==> src/core/scrl_pkg.sv <==
// Constants and types shared by the slope counter readout logic.
`default_nettype none
package scrl_pkg;
   localparam int CLK_PERIOD_NS = 50;
   localparam int QUANTUM_NS = 1000;
   localparam int QUANTUM_CYC = (QUANTUM_NS + CLK_PERIOD_NS - 1) / CLK_PERIOD_NS;
   localparam int DIGITS = 4;
   localparam int BCD_W = 4;
   localparam int CNT_W = DIGITS * BCD_W;
   localparam int SEG_W = 7;
   localparam int RANGE_W = 3;
   localparam int GAP_W = 8;
   localparam logic [GAP_W-1:0] GAP_TICKS = 8'h64;
   localparam logic [BCD_W-1:0] BCD_MAX = 4'h9;
   localparam logic [BCD_W-1:0] BCD_ZERO = 4'h0;
   localparam logic [CNT_W-1:0] CNT_ZERO = 16'h0000;
   localparam logic [CNT_W-1:0] CNT_FULL = 16'h9999;
   localparam logic [DIGITS-1:0] DP_NONE = 4'h0;
   localparam logic [BCD_W-1:0] FUNC_VOLT_CODE = 4'h0;
   localparam logic [BCD_W-1:0] FUNC_AMP_CODE = 4'h1;
   localparam logic [BCD_W-1:0] POL_POS_CODE = 4'h0;
   localparam logic [BCD_W-1:0] POL_NEG_CODE = 4'h1;
   // Synchroniser vector bit positions.
   localparam int SY_CMP = 0;
   localparam int SY_HOLD = 1;
   localparam int SY_POL = 2;
   localparam int SY_REQ = 3;
   localparam int SY_ACK = 4;
   localparam int SY_SWA = 5;
   localparam int SY_SWB = 6;
   localparam int SY_SWC = 7;
   localparam int SY_SWD = 8;
   localparam int SY_W = 9;
   // Idle levels: hold terminal open (high), all others low.
   localparam logic [SY_W-1:0] SY_RESET = 9'h002;
   // Decimal point position for each range, voltage function then current function.
   localparam logic [8*DIGITS-1:0] DP_VOLT_TAB = 32'h84218421;
   localparam logic [8*DIGITS-1:0] DP_AMP_TAB = 32'h42184218;

   typedef enum logic [1:0] {
      ST_WAIT = 2'b00,
      ST_INTEG = 2'b01,
      ST_DEINT = 2'b10
   } scrl_state_e;
endpackage
`default_nettype wire

==> src/core/scrl_readout.sv <==
// Readout, buffer store, display decode and system interface of the slope counter.
`timescale 1ns/1ps
`default_nettype none

// Functional notes
// RULE1 - Comparator is resynchronised to the clock before any count is read.
// RULE2 - A flip-flop samples the comparator once per elementary clock period.
// RULE3 - After a late trip the counter advances once more, then the store captures.
// RULE4 - A deintegration that overruns the full count captures with an overload flag.
// RULE5 - The buffer store holds the result as four BCD digits.
// RULE6 - Buffered digits drive the segment decoder and the parallel output together; the registered segments follow one clock after the parallel output.
// RULE7 - Each buffered digit is decoded into seven segment drive lines.
// RULE8 - Decimal point position is decoded from selected range and function.
// RULE9 - Display shows polarity and an indicator lasting each measuring cycle.
// RULE10 - During hold the last value is kept indefinitely.
// RULE11 - The outside party requests hold by pulling the hold terminal low.
// RULE12 - A high hold terminal cancels hold and updating resumes.
// RULE13 - Four switches select recording mode; four coupling signals handshake.
// RULE14 - Range, function and polarity are presented as 8421 BCD codes.
// RULE15 - Integration and deintegration are timed in elementary clock periods.
// RULE16 - Integration always lasts the counter's full count.
// RULE17 - The counter is cleared at the start of each deintegration.
// RULE18 - Hold suppresses every capture while measuring cycles continue.
module scrl_readout #(
   parameter int QUANTUM_CYCLES = scrl_pkg::QUANTUM_CYC
) (
   input wire logic clk,
   input wire logic sys_rst,
   input wire logic comparator_trip,
   input wire logic hold_n,
   input wire logic input_negative,
   input wire logic [scrl_pkg::RANGE_W-1:0] range_sel,
   input wire logic function_current,
   input wire logic record_mode_switch_a,
   input wire logic record_mode_switch_b,
   input wire logic record_mode_switch_c,
   input wire logic record_mode_switch_d,
   input wire logic coupling_signal_first,
   input wire logic coupling_signal_second,
   output logic coupling_signal_third,
   output logic coupling_signal_fourth,
   output logic integrate_en,
   output logic deintegrate_en,
   output logic [scrl_pkg::CNT_W-1:0] result_bcd,
   output logic [scrl_pkg::DIGITS*scrl_pkg::SEG_W-1:0] segments,
   output logic [scrl_pkg::DIGITS-1:0] decimal_point,
   output logic polarity_negative,
   output logic cycle_indicator,
   output logic overload,
   output logic [scrl_pkg::BCD_W-1:0] range_code,
   output logic [scrl_pkg::BCD_W-1:0] function_code,
   output logic [scrl_pkg::BCD_W-1:0] polarity_code
);

   // BCD increment of the whole counter, carry out on top.
   function automatic logic [scrl_pkg::CNT_W:0] bcd_inc(input logic [scrl_pkg::CNT_W-1:0] v);
      logic [scrl_pkg::CNT_W-1:0] r;
      logic c;
      r = v;
      c = 1'b1;
      for (int i = 0; i < scrl_pkg::DIGITS; i++) begin
         if (c) begin
            if (v[i*scrl_pkg::BCD_W +: scrl_pkg::BCD_W] == scrl_pkg::BCD_MAX) begin
               r[i*scrl_pkg::BCD_W +: scrl_pkg::BCD_W] = scrl_pkg::BCD_ZERO;
            end else begin
               r[i*scrl_pkg::BCD_W +: scrl_pkg::BCD_W] = v[i*scrl_pkg::BCD_W +: scrl_pkg::BCD_W] + 4'h1;
               c = 1'b0;
            end
         end
      end
      return {c, r};
   endfunction

   // BCD digit to segments g..a, active high.
   function automatic logic [scrl_pkg::SEG_W-1:0] seg7(input logic [scrl_pkg::BCD_W-1:0] d);
      logic [scrl_pkg::SEG_W-1:0] s;
      s = 7'h00;
      case (d)
         4'h0: s = 7'h3F;
         4'h1: s = 7'h06;
         4'h2: s = 7'h5B;
         4'h3: s = 7'h4F;
         4'h4: s = 7'h66;
         4'h5: s = 7'h6D;
         4'h6: s = 7'h7D;
         4'h7: s = 7'h07;
         4'h8: s = 7'h7F;
         4'h9: s = 7'h6F;
         default: s = 7'h40;
      endcase
      return s;
   endfunction

   logic [scrl_pkg::SY_W-1:0] sy1_q, sy2_q, sy3_q, syf_q, syf_d;
   scrl_pkg::scrl_state_e state_q;
   logic [31:0] div_q;
   logic tick;
   logic [scrl_pkg::CNT_W-1:0] count_q;
   logic [scrl_pkg::CNT_W:0] count_inc;
   logic [scrl_pkg::GAP_W-1:0] gap_q;
   logic cmp_sample_q;
   logic cap_evt, ovf_evt, rec_evt, hold_active, start_ok;
   logic req_prev_q, armed_q, ack_prev_q;
   logic [scrl_pkg::CNT_W-1:0] digits_q;
   logic [scrl_pkg::DIGITS-1:0] dp_row;

   // Three-stage synchroniser; a level is accepted once stages two and three agree.
   always_ff @(posedge clk) begin
      if (sys_rst) begin
         sy1_q <= scrl_pkg::SY_RESET;
         sy2_q <= scrl_pkg::SY_RESET;
         sy3_q <= scrl_pkg::SY_RESET;
      end else begin
         sy1_q <= {record_mode_switch_d, record_mode_switch_c, record_mode_switch_b, record_mode_switch_a,
                   coupling_signal_second, coupling_signal_first, input_negative, hold_n, comparator_trip};
         sy2_q <= sy1_q;
         sy3_q <= sy2_q;
      end
   end

   assign syf_d = (sy2_q & ~(sy2_q ^ sy3_q)) | (syf_q & (sy2_q ^ sy3_q));

   always_ff @(posedge clk) begin
      if (sys_rst) begin
         syf_q <= scrl_pkg::SY_RESET;
      end else begin
         syf_q <= syf_d; // RULE1
      end
   end

   // Hold is active while the terminal is low; a high level releases it.
   assign hold_active = ~syf_q[scrl_pkg::SY_HOLD]; // RULE11 RULE12

   // Elementary clock period divider.
   always_ff @(posedge clk) begin
      if (sys_rst || tick) begin
         div_q <= '0;
      end else begin
         div_q <= div_q + 32'h1;
      end
   end

   assign tick = (div_q >= 32'(QUANTUM_CYCLES - 1)); // RULE15

   assign count_inc = bcd_inc(count_q);

   // Comparator sampled by a flip-flop once per elementary period.
   always_ff @(posedge clk) begin
      if (sys_rst || state_q != scrl_pkg::ST_DEINT) begin
         cmp_sample_q <= 1'b0;
      end else if (tick) begin
         cmp_sample_q <= syf_q[scrl_pkg::SY_CMP]; // RULE2
      end
   end

   // Capture one period after the sampled trip, so the count has advanced once more.
   assign cap_evt = (state_q == scrl_pkg::ST_DEINT) && tick && (cmp_sample_q || count_inc[scrl_pkg::CNT_W]); // RULE3
   assign ovf_evt = (state_q == scrl_pkg::ST_DEINT) && tick && !cmp_sample_q && count_inc[scrl_pkg::CNT_W]; // RULE4

   assign start_ok = (gap_q == scrl_pkg::GAP_TICKS) && (!syf_q[scrl_pkg::SY_SWD] || syf_q[scrl_pkg::SY_REQ]);

   // Measuring sequence: pause, integrate for the full count, deintegrate until trip or overrun.
   always_ff @(posedge clk) begin
      if (sys_rst) begin
         state_q <= scrl_pkg::ST_WAIT;
         count_q <= scrl_pkg::CNT_ZERO;
         gap_q <= '0;
      end else if (tick) begin
         unique case (state_q)
            scrl_pkg::ST_WAIT: begin
               count_q <= scrl_pkg::CNT_ZERO;
               if (gap_q != scrl_pkg::GAP_TICKS) begin
                  gap_q <= gap_q + 8'h01;
               end else if (start_ok) begin
                  state_q <= scrl_pkg::ST_INTEG;
               end
            end
            scrl_pkg::ST_INTEG: begin
               if (count_q == scrl_pkg::CNT_FULL) begin // RULE16
                  count_q <= scrl_pkg::CNT_ZERO; // RULE17
                  state_q <= scrl_pkg::ST_DEINT;
               end else begin
                  count_q <= count_inc[scrl_pkg::CNT_W-1:0]; // RULE15
               end
            end
            scrl_pkg::ST_DEINT: begin
               if (cap_evt) begin
                  state_q <= scrl_pkg::ST_WAIT;
                  gap_q <= '0;
               end else begin
                  count_q <= count_inc[scrl_pkg::CNT_W-1:0]; // RULE15
               end
            end
            default: begin
               state_q <= scrl_pkg::ST_WAIT;
            end
         endcase
      end
   end

   assign integrate_en = (state_q == scrl_pkg::ST_INTEG);
   assign deintegrate_en = (state_q == scrl_pkg::ST_DEINT);
   assign cycle_indicator = (state_q != scrl_pkg::ST_WAIT); // RULE9

   // Buffer store; hold blocks capture and keeps the value.
   always_ff @(posedge clk) begin
      if (sys_rst) begin
         digits_q <= scrl_pkg::CNT_ZERO;
         overload <= 1'b0;
         polarity_negative <= 1'b0;
      end else if (cap_evt && !hold_active) begin // RULE10 RULE18
         digits_q <= ovf_evt ? scrl_pkg::CNT_FULL : count_q; // RULE5
         overload <= ovf_evt; // RULE4
         polarity_negative <= syf_q[scrl_pkg::SY_POL]; // RULE9
      end
   end

   assign result_bcd = digits_q; // RULE6

   // Segment, decimal point and code outputs.
   assign dp_row = function_current ? scrl_pkg::DP_AMP_TAB[range_sel*scrl_pkg::DIGITS +: scrl_pkg::DIGITS] :
                   scrl_pkg::DP_VOLT_TAB[range_sel*scrl_pkg::DIGITS +: scrl_pkg::DIGITS];

   always_ff @(posedge clk) begin
      if (sys_rst) begin
         segments <= '0;
         decimal_point <= scrl_pkg::DP_NONE;
      end else begin
         for (int i = 0; i < scrl_pkg::DIGITS; i++) begin
            segments[i*scrl_pkg::SEG_W +: scrl_pkg::SEG_W] <= seg7(digits_q[i*scrl_pkg::BCD_W +: scrl_pkg::BCD_W]); // RULE7
         end
         decimal_point <= dp_row; // RULE8
      end
   end

   always_ff @(posedge clk) begin
      if (sys_rst) begin
         range_code <= scrl_pkg::BCD_ZERO;
         function_code <= scrl_pkg::FUNC_VOLT_CODE;
         polarity_code <= scrl_pkg::POL_POS_CODE;
      end else begin
         range_code <= {1'b0, range_sel}; // RULE14
         function_code <= function_current ? scrl_pkg::FUNC_AMP_CODE : scrl_pkg::FUNC_VOLT_CODE; // RULE14
         polarity_code <= polarity_negative ? scrl_pkg::POL_NEG_CODE : scrl_pkg::POL_POS_CODE; // RULE14
      end
   end

   // System interface recording: one-shot, cyclic or conditional.
   assign rec_evt = cap_evt && !hold_active && syf_q[scrl_pkg::SY_SWA] &&
                    (syf_q[scrl_pkg::SY_SWB] || (syf_q[scrl_pkg::SY_SWC] ? syf_q[scrl_pkg::SY_REQ] : armed_q)); // RULE13

   always_ff @(posedge clk) begin
      if (sys_rst) begin
         req_prev_q <= 1'b0;
         ack_prev_q <= 1'b0;
         armed_q <= 1'b0;
         coupling_signal_third <= 1'b0;
      end else begin
         req_prev_q <= syf_q[scrl_pkg::SY_REQ];
         ack_prev_q <= syf_q[scrl_pkg::SY_ACK];
         if (syf_q[scrl_pkg::SY_REQ] && !req_prev_q) begin
            armed_q <= 1'b1;
         end else if (rec_evt) begin
            armed_q <= 1'b0;
         end
         if (rec_evt) begin
            coupling_signal_third <= 1'b1; // RULE13
         end else if (syf_q[scrl_pkg::SY_ACK] && !ack_prev_q) begin
            coupling_signal_third <= 1'b0;
         end
      end
   end

   assign coupling_signal_fourth = cycle_indicator; // RULE13
endmodule

`default_nettype wire

==> config.mk <==
export PLATFORM = sky130hd
export DESIGN_NAME = scrl_readout
export DESIGN_NICKNAME = d
export VERILOG_FILES = /design/src/core/scrl_pkg.sv /design/src/core/scrl_readout.sv
export SDC_FILE = /design/constraint.sdc
export NUM_CORES = 1
export LEC_CHECK = 0
export BUFFER_PORTS_ARGS = -buffer_cell sky130_fd_sc_hd__buf_2
export CAP_MARGIN = 20
export CORE_ASPECT_RATIO = 1.4
export CORE_MARGIN = 2
export CORE_UTILIZATION = 55
export CTS_BUF_LIST = sky130_fd_sc_hd__clkbuf_8 sky130_fd_sc_hd__clkbuf_16
export CTS_CLUSTER_SIZE = 12
export DETAILED_ROUTE_END_ITERATION = 8
export PLACE_DENSITY = 0.77
export SKIP_LAST_GASP = 1
export SLEW_MARGIN = 20
export SYNTH_ARGS = -nofsm -noshare
export SYNTH_HDL_FRONTEND = slang
export SYNTH_SLANG_ARGS = --single-unit
==> constraint.sdc <==
create_clock -name clk -period 2.8 [get_ports clk]
set_clock_uncertainty 0.1 [all_clocks]
set_input_delay 0.28 -clock clk [delete_from_list [all_inputs] [get_ports clk]]
set_output_delay 0.28 -clock clk [all_outputs]
set_load 0.02 [all_outputs]
==> results.txt <==
----------------------------------------------------
[Global routing]
  Number of antenna violations at the first check in global routing ... 0
  Maximum number of pins on one net before global-route repair ... 39
  First-pass GRT wire length ... 21,400 um
  Vias in the first global route ... 4,821
  Gr usage total ... 22.1%
  Sum of overflow across all layers after global routing ... 0

[Place]
  Placed cell count ... 883
  Port-buffer cells ... 74
  Post-DP HPWL ... 9200 um
  Placed instance area ... 0.00680 mm2
  Final estimated routing congestion in global placement ... 0.934

[Clocking]
  Clock root buffer ... clkbuf_16
  # clock sinks ... 154
  # H-tree levels ... 4
  Clock latency at the later pin of the worst-skew pair ... 0.42 ns
  Maximum clock path buffer count ... 2
  Total clock buffers created by CTS ... 17
  Register clock-pin slew on the reported worst setup and hold paths ... 0.07 ns
  Setup Buffers After CTS ... 0
  Clock tree from TritonCTS ... built

[Timing]
  Slew at the pin closest to its max-slew limit ... 0.870 ns
  Setup TNS after final layout ... 0 ns
  Max-slew violation total from the final report ... 0
  Highest achievable clock rate ... 383 MHz
  RSZ-0062 raised after global routing ... false
  Final hold viol count ... 0
  Fin crit period ... 2.61 ns
  Final setup violating endpoints ... 0
  Worst slew margin relative to its limit ... 42.0%
  Post-route fraction of the period consumed by the critical path ... 93.3%

[Detailed routing]
  Number of design rule violations left after detail routing ... 0
  Wire length after detailed routing ... 13,300 um
  Number of optimization iterations in the first detailed-route pass ... 7
  Drt first-iter violations ... 229
  Post-DRT Antenna Nets ... 0
  Via count of the routed design ... 5,157
  Via-per-instance ratio ... 5.56
  Average wire per standard cell ... 14.4 um

[Cells and area]
  Final instance area ... 0.00752 mm2
  Number of cells in the finished layout apart from fillers ... 927
  Most common library cell in the layout ignoring fill and taps ... dfxtp_1
  Number of diodes ... 0
  Layout fillers ... 890
  Layout cell share with drive strength beyond 1 ... 17.5%
  Nets@finish ... 826
  Most frequent cells in the layout ... dfxtp_1, buf_2, a21oi_1
  Area Growth Syn to Fin ... 20.4%
  Post-layout util ... 67.0%

[Synth]
  Number of standard cells after synthesis ... 664
  Post-synth EDFFs ... 0
  Library cell with the largest summed area after synthesis ... dfxtp_1
  Warning count from the yosys run ... 0
  Flip-flop and latch count after synthesis ... 154
  Top flip-flop cell by instance count after synthesis ... dfxtp_1
  Total standard cell area after synthesis ... 0.00625 mm2
  Cell types with the largest area share after synthesis ... dfxtp_1, ha_1, a21oi_1, nor2b_1, nor2_1
  Mean post-synth cell area ... 9.41 um2
  Count of different cell masters after synthesis ... 60
  Proportion of synthesized chip area in sequential cells ... 49.3%
  Async set-or-reset flop fraction in the synthesized netlist ... 0%
  Top-area cell type share of the netlist area ... 49.3%

[Worst setup path]
  Startpoint class of the critical path ... register
  R2R cell count ... 8
  Sort of element at the end of the critical path ... register
  Worst path required time ... 3.05 ns
  Crit path arrival time ... 2.86 ns
  Worst reg-to-reg setup slack ... 0.19 ns
  Worst reg2reg endpoint ... count_q[1]$_SDFFE_PP0P_
  Peak fanout along the critical path ... 12
  Critical path class ... register to register
  Startpoint of the lowest-slack register-to-register path ... count_q[1]$_SDFFE_PP0P_

[Floorplan]
  Overall die height ... 130 um
  Initial cell density of the core ... 55.7%
  Area of the die ... 0.0122 mm2
  Core region area ... 0.0112 mm2
  Count of standard-cell rows ... 46
  Chip width ... 94.1 um
  Count of pins on the block boundary ... 82

[Min path]
  Launch instance of the worst min-delay path ... range_sel[0]
  Hold path depth ... 3
  Hold Crit Class ... input pin to register
  Destination of the worst hold path ... range_code[0]$_SDFF_PP0_

[Run]
  Maximum Capacitance Violations ... 0

[Status]
  Result of the run ... finished, final reports clean

[Power]
  Pwr dens ... 641 mW/mm2
  Standby leakage power ... 3.16 nW
  IR Drop Worst-Case VDD ... 0.430 mV

----------------------------------------------------
-- routing by layer --
layer	up-vias	share of wire [%]	GRT usage, %
li1	2510	-	-
met1	2447	38	22.3
met2	169	55	42.2
met3	31	4.9	5.02
met4	0	2.3	10.4
met5	-	0	0
-- through the flow --
stage	setup slack (ns)	hold WS (ns)	power [mW]
final	0.187	0.0472	4.82
after detailed placement	0.174	0.299	2.56
after floorplan	0.458	0.256	2.49
after global routing	0.0359	0.0574	4.98
after CTS	0.129	0.0327	4.86
after global placement	0.317	0.294	2.54
-- sequential cells by signal, summed over array words and instances, names as in the netlist, 2 cells and up, named ones only --
name	cells
count_q	16
segments	28
state_q	2
gap_q	8
sy2_q	9
div_q	32
decimal_point	4
range_code	3
sy3_q	9
sy1_q	9
result_bcd	16
-- worst max-delay path by stage --
| stage | to | slack, ns | startpoint |
|---|---|---|---|
| after floorplan | count_q[14]$_SDFFE_PP0P_ | 0.46 | state_q[0]$_SDFFE_PP0P_ |
| after global placement | gap_q[3]$_SDFFE_PP0P_ | 0.32 | count_q[0]$_SDFFE_PP0P_ |
| after detailed placement | gap_q[4]$_SDFFE_PP0P_ | 0.17 | count_q[0]$_SDFFE_PP0P_ |
| after CTS | state_q[0]$_SDFFE_PP0P_ | 0.13 | count_q[1]$_SDFFE_PP0P_ |
| after global routing | state_q[0]$_SDFFE_PP0P_ | 0.04 | count_q[0]$_SDFFE_PP0P_ |
| final | count_q[1]$_SDFFE_PP0P_ | 0.19 | count_q[1]$_SDFFE_PP0P_ |
-- where the power goes --
group	total (mW)	switching, mW	internal [mW]
clock	2.30	1.02	1.28
combinational	0.233	0.145	0.0884
sequential	2.29	0.0330	2.26
-- what timing repair did --
action | 4_1_cts | 5_1_grt
gates resized for setup | 0 | 1
setup endpoints to repair | 0 | 10
hold buffers | 12 | 0
endpoints found under the hold margin | 12 | 0
-- logic make-up (layout without fill, tap and decap cells) --
family,after synthesis,after routing,share of synthesized area [%]
multiplexers,6,6,1.02
adder cells (fa/ha/maj),41,41,8.21
other,1,34,0.0600
buffers and inverters,80,166,5.76
flip-flops,154,154,49.3
XOR/XNOR,3,3,0.420
AO/OA/AOI/OAI,162,162,16.3
AND/OR/NAND/NOR,217,217,18.9
-- synth_stat cells, drive strengths merged, types with 4 or more instances --
library cell / number
o31ai: 27
nor2: 52
ha: 41
dfxtp: 154
clkbuf: 20
nand4: 20
or4: 10
o21ai: 28
or3: 7
nand4b: 4
and3b: 4
a31oi: 12
buf: 26
a21oi: 65
nand2: 34
nor4: 10
a211oi: 7
inv: 33
and3: 5
nor3: 9
nand3: 13
nor2b: 34
-- worst max-delay path: stages, from the launching register on --
cell and delay (ns):
dfxtp_1 0.39, inv_1 0.09, ha_1 0.19, and3b_1 0.29, and4_1 0.36, o21a_1 0.29
buf_4 0.20, or4_1 0.47, a21oi_1 0.16
-- final cells by class --
cell class                 count  area [um2]  area share (%)
timing repair buffer         100         598            7.95
sequential                   154        3080            41.0
inverter                      34         128            1.70
multi-input combinational    463        2930            39.0
clock buffer                  17         425            5.65
clock inverter                15         175            2.33
tap                          144         180            2.39
Note: power is estimated with default switching activity, not from simulation.
